### src/rtl/copper_pkg.sv
// shared constants, states and carrier types for the display list coprocessor
package copper_pkg;
    // widths of the memory side
    localparam int ADDR_W = 19;              // byte address inside the low 512K
    localparam int WORD_W = 16;              // one instruction word
    // register offsets on the apb side (byte addresses)
    localparam logic [7:0] OFS_CONTROL = 8'h00;
    localparam logic [7:0] OFS_LIST = 8'h04;
    localparam logic [7:0] OFS_STATUS = 8'h08;
    localparam logic [7:0] OFS_PC = 8'h0c;
    // field positions
    localparam int CTRL_RUN_BIT = 0;         // list execution enabled
    localparam int CTRL_DANGER_BIT = 1;      // lets moves reach $10..$1f
    localparam int STAT_BLOCKED_BIT = 0;     // sticky: a move was refused
    localparam int STAT_STATE_LSB = 1;       // one-hot state code
    localparam int KIND_BIT = 0;             // bit 0 of both instruction words
    localparam int BFD_BIT = 15;             // blitter-finished-disable
    // reset values
    localparam logic [1:0] CTRL_RESET = 2'h0;
    localparam logic [ADDR_W-1:0] LIST_RESET = 19'h00000;
    // program counter steps
    localparam logic [ADDR_W-1:0] PC_WORD = 19'h00002;
    localparam logic [ADDR_W-1:0] PC_SKIP = 19'h00006;
    // move destination limits, byte addresses
    localparam logic [8:0] REG_DANGER_MIN = 9'h010;
    localparam logic [8:0] REG_SAFE_MIN = 9'h020;

    // sequencer states
    typedef enum logic [4:0] {
        ST_HALT = 5'b00001,
        ST_FETCH1 = 5'b00010,
        ST_FETCH2 = 5'b00100,
        ST_WAIT = 5'b01000,
        ST_WAKE = 5'b10000
    } seq_state_t;

    // beam counters as seen by the compare logic
    typedef struct packed {
        logic [7:0] v;
        logic [7:0] h;
    } beam_t;

    // read request toward the shared memory arbiter
    typedef struct packed {
        logic req;
        logic [ADDR_W-1:0] addr;
    } mem_req_t;

    // write strobe toward the chip register file
    typedef struct packed {
        logic strobe;
        logic [8:0] addr;
        logic [WORD_W-1:0] data;
    } reg_wr_t;
endpackage
### src/rtl/beam_compare.sv
// masked beam position compare shared by wait and skip
`timescale 1ns/100ps
module beam_compare (
    input wire copper_pkg::beam_t beam,
    input wire logic [15:0] first_word,
    input wire logic [15:0] second_word,
    output logic reached
);
    import copper_pkg::*;
    // vertical msb has no enable bit, so it always takes part
    wire [14:0] pos = {beam.v, beam.h[7:1]};
    wire [14:0] tgt = {first_word[15:8], first_word[7:1]};
    wire [14:0] mask = {1'b1, second_word[14:8], second_word[7:1]};
    // equal or greater counts as reached; the beam lsb is never compared
    assign reached = (pos & mask) >= (tgt & mask);
endmodule

### src/rtl/copper_apb_regs.sv
// apb slave holding control, list location and status registers
`timescale 1ns/100ps
module copper_apb_regs (
    input wire logic clk,
    input wire logic rst_n,
    input wire logic psel,
    input wire logic penable,
    input wire logic pwrite,
    input wire logic [7:0] paddr,
    input wire logic [31:0] pwdata,
    output logic [31:0] prdata,
    output logic pready,
    output logic pslverr,
    output logic run,
    output logic danger,
    output logic [copper_pkg::ADDR_W-1:0] list_loc,
    input wire logic [4:0] state_code,
    input wire logic [copper_pkg::ADDR_W-1:0] pc,
    input wire logic blocked_set
);
    import copper_pkg::*;
    logic [1:0] ctrl_q;                     // run and danger
    logic [ADDR_W-1:0] list_q;              // first_list_location
    logic blocked_q;                        // sticky refused-move flag
    logic [31:0] prdata_q;                  // read data captured at setup
    // address decode
    wire hit_ctrl = paddr == OFS_CONTROL;
    wire hit_list = paddr == OFS_LIST;
    wire hit_stat = paddr == OFS_STATUS;
    wire hit_pc = paddr == OFS_PC;
    wire hit = hit_ctrl | hit_list | hit_stat | hit_pc;
    wire setup = psel & ~penable;
    wire wr = psel & penable & pwrite & hit;
    wire clr_blocked = wr & hit_stat & pwdata[STAT_BLOCKED_BIT];
    // read mux, sampled in the setup cycle so prdata comes from a flop
    wire [31:0] rd_mux = hit_ctrl ? {30'h0, ctrl_q} :
        hit_list ? {13'h0, list_q} :
        hit_stat ? {26'h0, state_code, blocked_q} :
        hit_pc ? {13'h0, pc} : 32'h0;

    // zero wait states: every access phase completes at once
    assign pready = 1'b1;
    assign pslverr = psel & penable & ~hit;
    assign prdata = prdata_q;
    assign run = ctrl_q[CTRL_RUN_BIT];
    assign danger = ctrl_q[CTRL_DANGER_BIT];
    assign list_loc = list_q;

    // register writes; list location is kept word aligned
    always_ff @(posedge clk) begin
        if (!rst_n) begin
            ctrl_q <= CTRL_RESET;
            list_q <= LIST_RESET;
        end else if (wr) begin
            if (hit_ctrl) begin
                ctrl_q <= pwdata[1:0];
            end
            if (hit_list) begin
                list_q <= {pwdata[ADDR_W-1:1], 1'b0};
            end
        end
    end

    // sticky flag: a new refusal wins over a write-one clear
    always_ff @(posedge clk) begin
        if (!rst_n) begin
            blocked_q <= 1'b0;
        end else if (blocked_set) begin
            blocked_q <= 1'b1;
        end else if (clr_blocked) begin
            blocked_q <= 1'b0;
        end
    end

    // read data capture
    always_ff @(posedge clk) begin
        if (!rst_n) begin
            prdata_q <= 32'h0;
        end else if (setup) begin
            prdata_q <= rd_mux;
        end
    end
endmodule

### src/rtl/copper_core.sv
// display list coprocessor: fetch, decode and execute wait, move and skip
//
// Design decisions made here: the APB slave port and the register addresses.
`timescale 1ns/100ps

// Overview of operation
// - fetches every instruction by its own dma reads
// - waiting compares beam directly, no bus requests
// - after wait, steals cycles to continue transfers
// - requests the bus only in odd cycles
// - fetch addresses stay within low 512K bytes
// - exactly three operations: wait, move, skip
// - wait holds until beam reaches target position
// - move writes immediate data to chip register
// - skip bypasses next instruction if beam passed
// - two 16-bit words per instruction, both fetched
// - move and skip take two bus cycles
// - wait takes three bus cycles, one wakes
// - writes only registers, never memory
// - move: bit 0 clear, bits 8-1 address
// - wait word layout with position and enables
// - moves below $10 never, $10-$1f need danger
// - vertical blank reloads pc from first list
module copper_core (
    input wire logic clk,
    input wire logic rst_n,
    // apb register port
    input wire logic psel,
    input wire logic penable,
    input wire logic pwrite,
    input wire logic [7:0] paddr,
    input wire logic [31:0] pwdata,
    output logic [31:0] prdata,
    output logic pready,
    output logic pslverr,
    // shared memory port, one clk per memory cycle
    input wire logic cycle_odd,
    output copper_pkg::mem_req_t mem,
    input wire logic mem_gnt,
    input wire logic [15:0] mem_rdata,
    // beam counters and frame timing
    input wire copper_pkg::beam_t beam,
    input wire logic vblank_start,
    input wire logic blit_busy,
    // chip register write port
    output copper_pkg::reg_wr_t reg_wr
);
    import copper_pkg::*;

    seq_state_t state_q, state_d;          // sequencer state
    logic [ADDR_W-1:0] pc_q, pc_d;          // program counter, byte address
    logic [15:0] first_instruction_word_q;  // latched first word
    logic [15:0] second_instruction_word_q; // latched second word
    reg_wr_t reg_wr_q, reg_wr_d;            // registered write strobe
    logic blocked_d;                        // refused move, one-cycle pulse
    logic run;                              // list execution enabled
    logic danger;                           // low register window open
    logic [ADDR_W-1:0] first_list_location; // restart address
    logic reached;                          // beam at or past target

    // register block over apb
    copper_apb_regs u_regs (
        .clk(clk),
        .rst_n(rst_n),
        .psel(psel),
        .penable(penable),
        .pwrite(pwrite),
        .paddr(paddr),
        .pwdata(pwdata),
        .prdata(prdata),
        .pready(pready),
        .pslverr(pslverr),
        .run(run),
        .danger(danger),
        .list_loc(first_list_location),
        .state_code(state_q),
        .pc(pc_q),
        .blocked_set(blocked_d)
    );

    // second word source: live bus data while it arrives, latched after
    wire in_fetch2 = state_q == ST_FETCH2;
    wire [15:0] second_word = in_fetch2 ? mem_rdata : second_instruction_word_q;

    // one compare serves both wait and skip
    beam_compare u_cmp (
        .beam(beam),
        .first_word(first_instruction_word_q),
        .second_word(second_word),
        .reached(reached)
    );

    // decode of the latched first word and arriving second word
    wire is_move = ~first_instruction_word_q[KIND_BIT];
    wire is_skip = first_instruction_word_q[KIND_BIT] & second_word[KIND_BIT];
    wire [8:0] destination_register_word_address =
        {first_instruction_word_q[8:1], 1'b0};
    // blitter-finished-disable clear means also wait for the blitter
    wire blit_ok = second_instruction_word_q[BFD_BIT] | ~blit_busy;
    wire wait_done = reached & blit_ok;
    // low registers are protected; danger opens only $10..$1f
    wire move_ok = (destination_register_word_address >= REG_SAFE_MIN) |
        (danger & (destination_register_word_address >= REG_DANGER_MIN));

    // bus need: fetch both words and one wake cycle after a wait
    wire needs_bus = (state_q == ST_FETCH1) | in_fetch2 | (state_q == ST_WAKE);
    // only odd cycles are asked for; nothing while waiting
    assign mem.req = needs_bus & cycle_odd;
    // pc is 19 bits wide so fetches cannot leave the low 512K
    assign mem.addr = pc_q;
    // arbiter grants the odd cycle ahead of processor and blitter
    wire took = mem.req & mem_gnt;
    // only a register write port exists, there is no memory write path
    assign reg_wr = reg_wr_q;

    // timing, one clk per memory cycle and only odd slots used:
    //   move or skip: first word in one odd slot, second word in the next
    //   the register write leaves a flop one cycle after the second word
    //   wait: two fetch slots, then off the bus until the beam arrives
    //   the wake slot is a third odd-slot read whose data is dropped,
    //   so a wait costs six cycle times before the next fetch starts
    //   vblank_start restarts the list from any state, mid-wait included
    //   clearing run parks the sequencer in halt until the next frame start
    // a list location written mid-frame is used only at the next restart

    // next state and pc; stopping beats frame restart beats execution
    always_comb begin
        state_d = state_q;
        pc_d = pc_q;
        reg_wr_d = '0;
        blocked_d = 1'b0;
        if (!run) begin
            state_d = ST_HALT;
        end else if (vblank_start) begin
            // restart whatever is in flight
            state_d = ST_FETCH1;
            pc_d = first_list_location;
        end else begin
            unique case (state_q)
                ST_HALT: begin
                    // idle until the next frame start
                    state_d = ST_HALT;
                end
                ST_FETCH1: begin
                    if (took) begin
                        pc_d = pc_q + PC_WORD;
                        state_d = ST_FETCH2;
                    end
                end
                ST_FETCH2: begin
                    if (took) begin
                        // second word of the pair completes the instruction
                        pc_d = pc_q + PC_WORD;
                        state_d = ST_FETCH1;
                        if (is_move) begin
                            // move ends here: two bus cycles in all
                            reg_wr_d.strobe = move_ok;
                            reg_wr_d.addr = destination_register_word_address;
                            reg_wr_d.data = mem_rdata;
                            blocked_d = ~move_ok;
                        end else if (is_skip) begin
                            // beam already there: jump over the next pair
                            if (reached) begin
                                pc_d = pc_q + PC_SKIP;
                            end
                        end else begin
                            state_d = ST_WAIT;
                        end
                    end
                end
                ST_WAIT: begin
                    // off the bus, watching the beam counters
                    if (wait_done) begin
                        state_d = ST_WAKE;
                    end
                end
                ST_WAKE: begin
                    // third bus cycle of a wait; its data is discarded
                    if (took) begin
                        state_d = ST_FETCH1;
                    end
                end
            endcase
        end
    end

    // sequencer registers
    always_ff @(posedge clk) begin
        if (!rst_n) begin
            state_q <= ST_HALT;
            pc_q <= LIST_RESET;
            reg_wr_q <= '0;
        end else begin
            state_q <= state_d;
            pc_q <= pc_d;
            reg_wr_q <= reg_wr_d;
        end
    end

    // instruction word latches
    // only granted words are latched; a refused slot leaves both alone
    // the first word stays put through a wait so the compare still sees it
    always_ff @(posedge clk) begin
        if (!rst_n) begin
            first_instruction_word_q <= 16'h0000;
            second_instruction_word_q <= 16'h0000;
        end else if (took && state_q == ST_FETCH1) begin
            first_instruction_word_q <= mem_rdata;
        end else if (took && in_fetch2) begin
            second_instruction_word_q <= mem_rdata;
        end
    end
endmodule

### config.mk
export PLATFORM = sky130hd
export DESIGN_NAME = copper_core
export DESIGN_NICKNAME = d
export VERILOG_FILES = /design/src/rtl/copper_pkg.sv /design/src/rtl/beam_compare.sv /design/src/rtl/copper_apb_regs.sv /design/src/rtl/copper_core.sv
export SDC_FILE = /design/constraint.sdc
export NUM_CORES = 1
export LEC_CHECK = 0
export ABC_AREA = 1
export BUFFER_PORTS_ARGS = -buffer_cell sky130_fd_sc_hd__buf_2
export CAP_MARGIN = 20
export CORE_ASPECT_RATIO = 0.8
export CORE_MARGIN = 8
export CORE_UTILIZATION = 45
export CTS_CLUSTER_SIZE = 40
export DETAILED_ROUTE_END_ITERATION = 12
export GPL_TIMING_DRIVEN = 0
export PLACE_DENSITY = 0.69
export SYNTH_ARGS = -nofsm -noshare
export SYNTH_HDL_FRONTEND = slang
export SYNTH_HIERARCHICAL = 1
export SYNTH_SLANG_ARGS = --single-unit
### constraint.sdc
create_clock -name clk -period 4 [get_ports clk]
set_input_delay 0.4 -clock clk [delete_from_list [all_inputs] [get_ports clk]]
set_output_delay 0.4 -clock clk [all_outputs]
set_load 0.005 [all_outputs]
==> impl_results.md, run 1 <==
- Arrival time reported for the critical path endpoint: 3.87 ns
- Max Fanout on Critical Path: 10
- Minimum clock period after layout: 3.56 ns
- Worst hold start: mem_rdata[15]
- Crit-path leading delay family: simple AND/OR/NAND/NOR gates
- Clock net sink count: 120
- R2R depth: 23
- Overall die area: 19,100 µm²
- Maximum number of pins on one net before global-route repair: 17
- Final standard cell area without fillers: 8320 µm²
- Post-Route Setup TNS: 0 ns
- Clock Root Buffer: sky130_fd_sc_hd__clkbuf_16
- Reported max-cap violation count: 0
- PD cells: 371 nW/µm²
- ANT cells: 0
- Routed wire length: 21,000 µm
- Vias per cell: 4.93
- Cts repair resizes: 0
- Worst r2r dst: pc_q[8]
- Stages on the worst setup path: 23
- Sequential group share of total power: 38.7%
- Cell count after placement: 1,393
- Area growth, synth to finish: 24.0%
- Non-filler cells, final: 1,425
- Die X-Extent: 153 µm
- Number of placement rows: 40
- RSZ-0062 raised after global routing: false
- Power share of the clock group: 56.6%
- Max stage delay on crit path: 0.46 ns
- Hold Path Class: in2reg
- Clock Skew: 0.00440 ns
- Net count reported at finish: 1,321
- Number of setup buffers added after CTS: 0
- Detailed-route wire length per cell: 14.8 µm
- Kind of critical path: reg2reg
- Met1 Usage GRT: 31.2%
- Number of buffers inserted during clock tree synthesis: 17
- Slew at the pin closest to its max-slew limit: 0.661 ns
- Slowest cell on the critical path: sky130_fd_sc_hd__clkbuf_1
- Net switching component of the power: 662 µW
- Final critical-path share of the clock period: 89.0%
- Initial antenna violation count: 0
- Worst Setup Start Kind: flip-flop
- Final RePlAce weighted congestion: 0.878
- Clock slew at reported path FFs: 0.06 ns
- Internal power contribution: 2430 µW
- Core occupancy in the finished layout: 56.1%
- VDD IR-drop max: 0.000272 V
- Detail Placement HPWL: 15,800 µm
- Run status: finished, final reports clean
- Max Root-Sink Buffers: 2
- Leading cell type in the layout, fill and taps excluded: sky130_fd_sc_hd__nand2_1
- Normalized max-slew margin: 55.9%
- Reg2Reg Launch Point: state_q[4]
- Total buffers and inverters traversed by the critical path: 4
- Vertical die dimension: 125 µm
- Most Frequent Cell on Critical Path: sky130_fd_sc_hd__nand2_1
- First-pass GRT wire length: 33,700 µm
- Iteration-0 DRC count of the detailed router: 611
- PortBufs: 130
- Fin. max-slew vios: 0
- Met2 routing resource usage after global routing: 31.5%
- Initial standard-cell utilization of the core: 45.3%
- Cell area after placement: 7640 µm²
- Vias after detailed routing: 7,022
- Endpoint of the worst hold-timing path: reg_wr[15]
- Global route overflow: 0
- Critical path, cell by cell: inv_1 > nand3_4 > clkbuf_1 > nand2_1 > o21ai_0 > nand2_1 > ha_1 > nand2_1 > nor2_1 > nand2_1 > nor2_1 > nor2_1 > nand3_2 > nand3_1 > inv_1 > nand2_2 > buf_6 > nand2_1 > nand3_1 > nand2_1 > nand2_1 > o21ai_0 > nor2_1
- Max H-tree Level: 4
- Vias in the first global route: 6,548
- Ratio of cells with drive above 1 in the final layout: 17.9%
- Worst EP required: 4.31 ns
- Core Footprint: 14,800 µm²
- Combinational cell fraction of total power: 4.6%
- Clk Latency, worst-skew pair: 0.42 ns
- Area of the mapped netlist: 6710 µm²
- CTS tree: yes
- Number of buffers inserted by hold repair at cts: 0
- Start point of the critical path: state_q[4]
- Total I/O pin count: 161
- Type of destination of the critical path: flip-flop
- R2r setup slk: 0.44 ns
- Syn avg cell area: 6.32 µm²
- Power consumption: 3090 µW
- Number of stages on the worst hold path: 3
- Number of hold violations in the final report: 0
- Layer with the highest usage after global routing: met2
- Endpoints failing setup: 0
- Global-route total usage across every layer: 21.9%
- Antenna Nets Post-Route: 0
- Most frequent cells in the layout: 307 x sky130_fd_sc_hd__nand2_1, 157 x sky130_fd_sc_hd__inv_1, 137 x sky130_fd_sc_hd__buf_2, 133 x sky130_fd_sc_hd__nor2_1, 120 x sky130_fd_sc_hd__dfxtp_1
- Lkg Pwr: 0.00402 µW
- Warning count from the yosys run: 6
- Number of DRC violations after detailed routing: 0
- 1st-pass router iterations: 5
- Max Freq: 0.281 GHz
- Switching part of the total: 21.5%
- Number of instances in the synthesized netlist: 1,061
- Routing usage on met3: 4.89%
-- stage by stage --
step	setup WS (ns)	hold WS, ns
after floorplan	1.23	0.424
after global placement	0.633	0.435
after detailed placement	0.610	0.437
after CTS	0.533	0.233
after global routing	0.0730	0.248
final	0.441	0.244
-- area by class of cell --
cell class | instances | area, µm²
inverter | 162 | 609
tap | 189 | 236
multi-input combinational | 734 | 3410
clock inverter | 10 | 188
sequential | 120 | 2400
clock buffer | 22 | 484
timing repair buffer | 130 | 651
buffer | 58 | 332
fill | 1507 | 6500
-- power groups by stage --
stage                     combinational (µW)  sequential [µW]  clock [µW]
after floorplan                         77.2             1220           0
after global placement                   139             1220           0
after detailed placement                 140             1220           0
after CTS                                141             1200        1760
after global routing                     160             1200        1820
final                                    142             1200        1750
-- worst min-delay path: stages --
cell,delay (ns)
sky130_fd_sc_hd__buf_2,0.13
sky130_fd_sc_hd__inv_1,0.06
sky130_fd_sc_hd__nor2_1,0.04
-- state kept, by name (all words and copies together) (netlist names) --
signal,count
second_instruction_word_q,15
state_q,5
u_regs/ctrl_q,2
u_regs/blocked_q,1
first_instruction_word_q,16
u_regs/prdata,19
u_regs/list_loc,18
reg_wr,25
pc_q,19
-- routing by layer --
| metal | routed length (µm) | vias up | share of wire [%] |
|---|---|---|---|
| met5 | 0 | - | 0 |
| met4 | 257 | 0 | 1.2 |
| met3 | 1630 | 22 | 7.8 |
| met2 | 8460 | 255 | 40 |
| met1 | 10700 | 3137 | 51 |
| li1 | - | 3608 | - |
-- how the worst max path moves through the flow --
stage	to	slack, ns
after floorplan	pc_q[8]	1.23
after CTS	pc_q[7]	0.53
after global placement	pc_q[7]	0.63
final	pc_q[8]	0.44
after global routing	pc_q[8]	0.07
after detailed placement	pc_q[2]	0.61
No activity file was read; power rests on OpenSTA's default activity.
==> run 2: changes to the inputs <==
- MAX_ROUTING_LAYER: unset -> met4
==> run 2 against run 1 <==
Effect of this change:
- wire length decreased by 0.63%
- clock power decreased by 9%
- critical path depth decreased by 2
- hold slack got worse by 0.0076 ns
- sequential share of layout area increased by 0.19 points
- fmax about the same
- global-route usage increased by 0.18 points
- core utilization decreased by 0.36 points
- register-to-register slack about the same
- clock-buffer cell count decreased by 3
- die area unchanged
- critical path type unchanged
- largest power group unchanged
==> impl_results.md, run 2 (synthesized netlist as in run 1, its figures left out) <==
- Vertical die dimension: 125 µm (unchanged)
- PD cells: 356 nW/µm² (was 371 nW/µm²)
- Reported max-cap violation count: 0 (unchanged)
- Clock slew at reported path FFs: 0.06 ns (about the same)
- Endpoints failing setup: 0 (unchanged)
- Slew at the pin closest to its max-slew limit: 0.695 ns (was 0.661 ns)
- Number of hold violations in the final report: 0 (unchanged)
- Number of setup buffers added after CTS: 0 (unchanged)
- Core Footprint: 14,800 µm² (unchanged)
- Number of buffers inserted by hold repair at cts: 0 (unchanged)
- Fin. max-slew vios: 0 (unchanged)
- Worst hold start: mem_rdata[13] (was mem_rdata[15])
- Crit-path leading delay family: simple AND/OR/NAND/NOR gates (unchanged)
- Number of DRC violations after detailed routing: 0 (unchanged)
- Net count reported at finish: 1,321 (unchanged)
- R2r setup slk: 0.44 ns (about the same)
- Max Freq: 0.281 GHz (about the same)
- Minimum clock period after layout: 3.56 ns (about the same)
- Net switching component of the power: 676 µW (was 662 µW)
- RSZ-0062 raised after global routing: false (unchanged)
- Clock net sink count: 120 (unchanged)
- Post-Route Setup TNS: 0 ns (unchanged)
- Clk Latency, worst-skew pair: 0.42 ns (about the same)
- Max stage delay on crit path: 0.44 ns (was 0.46 ns)
- Endpoint of the worst hold-timing path: reg_wr[13] (was reg_wr[15])
- 1st-pass router iterations: 6 (was 5)
- Number of stages on the worst hold path: 3 (unchanged)
- Max Fanout on Critical Path: 10 (unchanged)
- Lkg Pwr: 0.00399 µW (was 0.00402 µW)
- Arrival time reported for the critical path endpoint: 3.87 ns (about the same)
- Vias in the first global route: 6,355 (was 6,548)
- Worst EP required: 4.31 ns (about the same)
- Kind of critical path: reg2reg (unchanged)
- Detail Placement HPWL: 15,800 µm (about the same)
- Clock Root Buffer: sky130_fd_sc_hd__clkbuf_16 (unchanged)
- Internal power contribution: 2270 µW (was 2430 µW)
- Normalized max-slew margin: 53.7% (was 55.9%)
- Vias per cell: 4.92 (was 4.93)
- Total buffers and inverters traversed by the critical path: 3 (was 4)
- Most frequent cells in the layout: 307 x sky130_fd_sc_hd__nand2_1, 157 x sky130_fd_sc_hd__inv_1, 137 x sky130_fd_sc_hd__buf_2, 133 x sky130_fd_sc_hd__nor2_1, 120 x sky130_fd_sc_hd__dfxtp_1 (unchanged)
- Global-route total usage across every layer: 22.1% (was 21.9%)
- Switching part of the total: 23.0% (was 21.5%)
- Routed wire length: 20,900 µm (was 21,000 µm)
- Flip-flop count of the largest register, all copies and words added: 25 (unchanged)
- Number of filler cells placed in the layout: 1,485 (was 1,507)
- Number of placement rows: 40 (unchanged)
- Max Root-Sink Buffers: 2 (unchanged)
- R2R depth: 21 (was 23)
- Reg2Reg Launch Point: state_q[1] (was state_q[4])
- Final RePlAce weighted congestion: 0.880 (was 0.878)
- Ratio of cells with drive above 1 in the final layout: 18.0% (was 17.9%)
- Clock Skew: 0.00786 ns (was 0.00440 ns)
- Type of destination of the critical path: flip-flop (unchanged)
- Die X-Extent: 153 µm (unchanged)
- CTS tree: yes (unchanged)
- Sequential group share of total power: 40.6% (was 38.7%)
- ANT cells: 0 (unchanged)
- Worst r2r dst: pc_q[7] (was pc_q[8])
- Hold Path Class: in2reg (unchanged)
- VDD IR-drop max: 0.000324 V (was 0.000272 V)
- Combinational cell fraction of total power: 4.8% (was 4.6%)
- Run status: finished, final reports clean (unchanged)
- Detailed-route wire length per cell: 14.7 µm (was 14.8 µm)
- Antenna Nets Post-Route: 0 (unchanged)
- Overall die area: 19,100 µm² (unchanged)
- Cts repair resizes: 0 (unchanged)
- Worst Setup Start Kind: flip-flop (unchanged)
- PortBufs: 130 (unchanged)
- Leading cell type in the layout, fill and taps excluded: sky130_fd_sc_hd__nand2_1 (unchanged)
- Final critical-path share of the clock period: 89.1% (was 89.0%)
- Global route overflow: 0 (unchanged)
- Critical path, cell by cell: nor2_4 > nand3_4 > clkbuf_1 > nand2_1 > o21ai_0 > nand2_1 > ha_1 > nand2_1 > nor2_1 > nand2_1 > nor2_1 > nor2_1 > nand3_2 > nand3_1 > nor2_4 > buf_4 > o21ai_0 > a21boi_0 > o21bai_1 > inv_1 > nor2_1 (was inv_1 > nand3_4 > clkbuf_1 > nand2_1 > o21ai_0 > nand2_1 > ha_1 > nand2_1 > nor2_1 > nand2_1 > nor2_1 > nor2_1 > nand3_2 > nand3_1 > inv_1 > nand2_2 > buf_6 > nand2_1 > nand3_1 > nand2_1 > nand2_1 > o21ai_0 > nor2_1)
- Power share of the clock group: 54.5% (was 56.6%)
- Number of buffers inserted during clock tree synthesis: 17 (unchanged)
- Initial standard-cell utilization of the core: 45.3% (unchanged)
- Worst hold-check slack: 0.237 ns (was 0.244 ns)
- Total I/O pin count: 161 (unchanged)
- Slowest cell on the critical path: sky130_fd_sc_hd__clkbuf_1 (unchanged)
- Vias after detailed routing: 7,008 (was 7,022)
- Area growth, synth to finish: 23.2% (was 24.0%)
- Iteration-0 DRC count of the detailed router: 682 (was 611)
- Initial antenna violation count: 0 (unchanged)
- First-pass GRT wire length: 33,100 µm (was 33,700 µm)
- Maximum number of pins on one net before global-route repair: 17 (unchanged)
- Max H-tree Level: 4 (unchanged)
-- run 2: cell count changes in the layout (fill, tap and decap cells not counted), sizes merged --
cell	previous run	this run
clkinv	4	5
inv	161	163
bufinv	5	3
clkinvlp	2	4
clkbuf	47	44
-- run 2: area by class of cell --
cell class | count | area (µm²) | area share (%)
inverters | 162 | 609 | 7.37
plain buffers | 58 | 332 | 4.01
clock buffers | 19 | 453 | 5.48
flip-flops and latches | 120 | 2400 | 29.1
repair buffers | 130 | 651 | 7.87
multi-input cells | 734 | 3410 | 41.3
well taps | 189 | 236 | 2.86
clock inverters | 13 | 165 | 2.00
-- run 2: routing by layer --
layer,track usage [%],routed length (µm),up-vias
met5,-,0,-
li1,-,-,3605
met2,31.2,8430,283
met4,4.76,232,0
met3,5.75,1770,18
met1,30.9,10500,3102
-- run 2: power groups by stage --
stage               combinational (µW)  sequential, µW  clock, µW
floorplan                         77.2            1220          0
global placement                   139            1220          0
detailed placement                 140            1220          0
CTS                                141            1200       1620
global route                       158            1200       1680
finish                             143            1200       1600
-- run 2: worst max path at each step --
stage | from | cells past startpoint | slack, ns | to
floorplan | state_q[2] | 25 | 1.23 | pc_q[8]
global placement | state_q[1] | 19 | 0.63 | pc_q[7]
detailed placement | state_q[1] | 19 | 0.53 | pc_q[7]
CTS | state_q[1] | 19 | 0.48 | pc_q[7]
global route | state_q[1] | 19 | 0.05 | pc_q[7]
finish | state_q[1] | 21 | 0.44 | pc_q[7]
-- run 2: tightest hold or removal path, delay by kind of cell --
| family | cells | cell delay [ns] |
|---|---|---|
| buffers and inverters | 2 | 0.13 |
| and+or+nand+nor | 1 | 0.09 |
-- run 2: metrics by stage --
stage / area (µm²) / total power [µW] / std cells / util (%) / setup WS, ns
after global routing: 8260 / 3030 / 1425 / 55.8 / 0.0515
after detailed placement: 7640 / 1360 / 1393 / 51.6 / 0.526
after floorplan: 6760 / 1300 / 1074 / - / 1.23
final: 8260 / 2940 / 1425 / 55.8 / 0.438
after CTS: 8260 / 2960 / 1425 / 55.8 / 0.485
after global placement: 7640 / 1360 / 1393 / 51.6 / 0.634
==> run 3: changes to the inputs <==
--- a/config.mk
+++ b/config.mk
@@ -6,5 +6,4 @@
 export NUM_CORES = 1
 export LEC_CHECK = 0
-export ABC_AREA = 1
 export BUFFER_PORTS_ARGS = -buffer_cell sky130_fd_sc_hd__buf_2
 export CAP_MARGIN = 20
@@ -16,5 +15,5 @@
 export GPL_TIMING_DRIVEN = 0
 export MAX_ROUTING_LAYER = met4
-export PLACE_DENSITY = 0.69
+export PLACE_DENSITY = 0.7
 export SYNTH_ARGS = -nofsm -noshare
 export SYNTH_HDL_FRONTEND = slang
==> constraint.sdc (replaced) <==
create_clock -name clk -period 4 [get_ports clk]
set_input_delay 0.4 -clock clk [delete_from_list [all_inputs] [get_ports clk]]
set_output_delay 0.4 -clock clk [all_outputs]
set_load 0.1 [all_outputs]
==> run 3 against run 2 <==
Effect of this change:
- wire length shrank 14%
- global-route usage shrank 1.2 points
- via count shrank 20%
- core utilization grew 2.9 points
- critical path depth shrank 2
- critical path type unchanged
- largest cell class unchanged
==> impl_results.md, run 3 <==
- Number of buffers inserted by hold repair at cts: 0 (unchanged)
- Maximum number of pins on one net before global-route repair: 17 (unchanged)
- Switching part of the total: 26.7% (was 23.0%)
- Antenna Nets Post-Route: 0 (unchanged)
- First-pass GRT wire length: 28,600 µm (was 33,100 µm)
- Most frequent cells in the layout: 143 x sky130_fd_sc_hd__nand2_1, 139 x sky130_fd_sc_hd__buf_2, 119 x sky130_fd_sc_hd__dfxtp_1, 57 x sky130_fd_sc_hd__a21oi_1, 43 x sky130_fd_sc_hd__and2_1 (was 307 x sky130_fd_sc_hd__nand2_1, 157 x sky130_fd_sc_hd__inv_1, 137 x sky130_fd_sc_hd__buf_2, 133 x sky130_fd_sc_hd__nor2_1, 120 x sky130_fd_sc_hd__dfxtp_1)
- Net switching component of the power: 776 µW (was 676 µW)
- Endpoint of the worst hold-timing path: u_regs/list_loc[11] (was reg_wr[13])
- Iteration-0 DRC count of the detailed router: 431 (was 682)
- Reg2Reg Launch Point: state_q[2] (was state_q[1])
- Combined area of the multi-input logic cells: 3430 µm² (was 3410 µm²)
- Minimum clock period after layout: 3.85 ns (was 3.56 ns)
- Internal power contribution: 2130 µW (was 2270 µW)
- 1st-pass router iterations: 6 (unchanged)
- Reported max-cap violation count: 0 (unchanged)
- Final critical-path share of the clock period: 96.3% (was 89.1%)
- Number of hold violations in the final report: 0 (unchanged)
- Number of placement rows: 38 (was 40)
- VDD IR-drop max: 0.000278 V (was 0.000324 V)
- Overall die area: 17,500 µm² (was 19,100 µm²)
- Initial antenna violation count: 0 (unchanged)
- Worst r2r dst: pc_q[17] (was pc_q[7])
- Endpoints failing setup: 0 (unchanged)
- Normalized max-slew margin: 53.6% (was 53.7%)
- Vias after detailed routing: 5,617 (was 7,008)
- Arrival time reported for the critical path endpoint: 4.19 ns (was 3.87 ns)
- Type of destination of the critical path: flip-flop (unchanged)
- Core Footprint: 13,400 µm² (was 14,800 µm²)
- Critical path, cell by cell: buf_8 > nor2b_4 > buf_6 > nand2_8 > buf_8 > mux2_2 > and2_1 > ha_1 > nand2_2 > nor2_2 > a21oi_2 > o41ai_2 > buf_4 > and3_4 > and4_4 > nor4_4 > buf_4 > a211o_1 > a31oi_1 (was nor2_4 > nand3_4 > clkbuf_1 > nand2_1 > o21ai_0 > nand2_1 > ha_1 > nand2_1 > nor2_1 > nand2_1 > nor2_1 > nor2_1 > nand3_2 > nand3_1 > nor2_4 > buf_4 > o21ai_0 > a21boi_0 > o21bai_1 > inv_1 > nor2_1)
- Die X-Extent: 146 µm (was 153 µm)
- Detail Placement HPWL: 13,200 µm (was 15,800 µm)
- PortBufs: 131 (was 130)
- Vias per cell: 5.30 (was 4.92)
- Clock Skew: 0.00668 ns (was 0.00786 ns)
- Warning count from the yosys run: 6 (unchanged)
- Number of stages on the worst hold path: 3 (unchanged)
- Worst hold start: pwdata[11] (was mem_rdata[13])
- Worst EP required: 4.34 ns (was 4.31 ns)
- Final standard cell area without fillers: 7840 µm² (was 8260 µm²)
- Routed wire length: 17,900 µm (was 20,900 µm)
- Total buffers and inverters traversed by the critical path: 5 (was 3)
- Number of buffers inserted during clock tree synthesis: 17 (unchanged)
- Slew at the pin closest to its max-slew limit: 0.686 ns (was 0.695 ns)
- Area growth, synth to finish: 29.1% (was 23.2%)
- Number of filler cells placed in the layout: 1,175 (was 1,485)
- Vertical die dimension: 120 µm (was 125 µm)
- Max Root-Sink Buffers: 2 (unchanged)
- Run status: finished, final reports clean (unchanged)
- Global route overflow: 0 (unchanged)
- Syn avg cell area: 8.83 µm² (was 6.32 µm²)
- Non-filler cells, final: 1,059 (was 1,425)
- Sequential group share of total power: 41.1% (was 40.6%)
- Cell count after placement: 1,012 (was 1,393)
- PD cells: 371 nW/µm² (was 356 nW/µm²)
- Clock slew at reported path FFs: 0.06 ns (about the same)
- Final RePlAce weighted congestion: 0.928 (was 0.880)
- Clk Latency, worst-skew pair: 0.42 ns (about the same)
- Core occupancy in the finished layout: 58.7% (was 55.8%)
- Global-route total usage across every layer: 20.9% (was 22.1%)
- Detailed-route wire length per cell: 16.9 µm (was 14.7 µm)
- Area of the mapped netlist: 6070 µm² (was 6710 µm²)
- Cell area after placement: 7000 µm² (was 7640 µm²)
- Number of DRC violations after detailed routing: 0 (unchanged)
- Kind of critical path: reg2reg (unchanged)
- Combinational cell fraction of total power: 6.7% (was 4.8%)
- Fin. max-slew vios: 0 (unchanged)
- Area taken by flip-flops and latches: 2400 µm² (about the same)
- Net count reported at finish: 963 (was 1,321)
- Clock net sink count: 120 (unchanged)
- Stages on the worst setup path: 19 (was 21)
- Slowest cell on the critical path: sky130_fd_sc_hd__o41ai_2 (was sky130_fd_sc_hd__clkbuf_1)
- Worst Setup Start Kind: flip-flop (unchanged)
- Number of instances in the synthesized netlist: 688 (was 1,061)
- Total I/O pin count: 161 (unchanged)
- Max Fanout on Critical Path: 9 (was 10)
- Lkg Pwr: 0.00320 µW (was 0.00399 µW)
- Clock Root Buffer: sky130_fd_sc_hd__clkbuf_16 (unchanged)
- Ratio of cells with drive above 1 in the final layout: 29.8% (was 18.0%)
- Initial standard-cell utilization of the core: 45.5% (was 45.3%)
- Max stage delay on crit path: 0.35 ns (was 0.44 ns)
- Leading cell type in the layout, fill and taps excluded: sky130_fd_sc_hd__nand2_1 (unchanged)
- Max H-tree Level: 4 (unchanged)
- Power share of the clock group: 52.2% (was 54.5%)
- Max Freq: 0.259 GHz (was 0.281 GHz)
- R2R depth: 19 (was 21)
- CTS tree: yes (unchanged)
- Vias in the first global route: 5,395 (was 6,355)
- Crit-path leading delay family: simple AND/OR/NAND/NOR gates (unchanged)
- R2r setup slk: 0.15 ns (was 0.44 ns)
- Hold Path Class: in2reg (unchanged)
- Flip-flop count of the largest register, all copies and words added: 25 (unchanged)
==> run 3: worst max path at each step <==
stage / from / slack (ns) / endpoint
floorplan: state_q[2] / 0.07 / pc_q[16]
global placement: state_q[2] / -0.52 / pc_q[16]
finish: state_q[2] / 0.15 / pc_q[17]
global route: state_q[3] / -0.02 / pc_q[17]
CTS: state_q[2] / -0.02 / pc_q[17]
detailed placement: state_q[2] / -0.54 / pc_q[16]
==> run 3: cell type report <==
cell class,instances,share of cell area [%]
Clock inverter,15,2.04
Timing Repair Buffer,145,9.86
Sequential cell,120,30.7
Inverter,17,0.814
Multi-Input combinational cell,510,43.7
Antenna cell,1,0.0319
Clock buffer,17,5.43
Buffer,54,4.60
Tap cell,180,2.87
==> run 3: tightest hold or removal path, stage by stage <==
cell	delay [ns]
sky130_fd_sc_hd__buf_2	0.09
sky130_fd_sc_hd__nand2_1	0.05
sky130_fd_sc_hd__mux2i_1	0.06
==> run 3: through the flow <==
stage | setup slack (ns) | TNS [ns] | power, µW | hold WS (ns)
CTS | -0.0165 | -0.0165 | 2920 | 0.220
global placement | -0.516 | -6.23 | 1410 | 0.441
floorplan | 0.0693 | 0 | 1350 | 0.433
finish | 0.146 | 0 | 2910 | 0.226
global route | -0.0206 | -0.0567 | 3000 | 0.214
detailed placement | -0.537 | -6.80 | 1410 | 0.441
==> run 3: what timing repair did <==
item                                    4_1_cts  5_1_grt
cloned                                        0        0
setup buffers                                 4       10
gates resized for setup                      12       20
pin swaps                                     3        5
endpoints found under the setup margin       19       19
==> run 3: metal layers <==
metal	routed length (µm)	part of all wire [%]	track usage, %
met5	0	0	-
met4	130	0.73	5.78
met3	1490	8.3	5.83
met2	7410	41	29.0
met1	8870	50	28.9
==> run 3: power groups by stage <==
stage | Combinational, µW | Clock, µW | Sequential [µW]
5_1_grt | 206 | 1600 | 1190
3_3_place_gp | 190 | 0 | 1220
6_report | 194 | 1520 | 1200
2_1_floorplan | 126 | 0 | 1220
3_5_place_dp | 190 | 0 | 1220
4_1_cts | 191 | 1540 | 1200
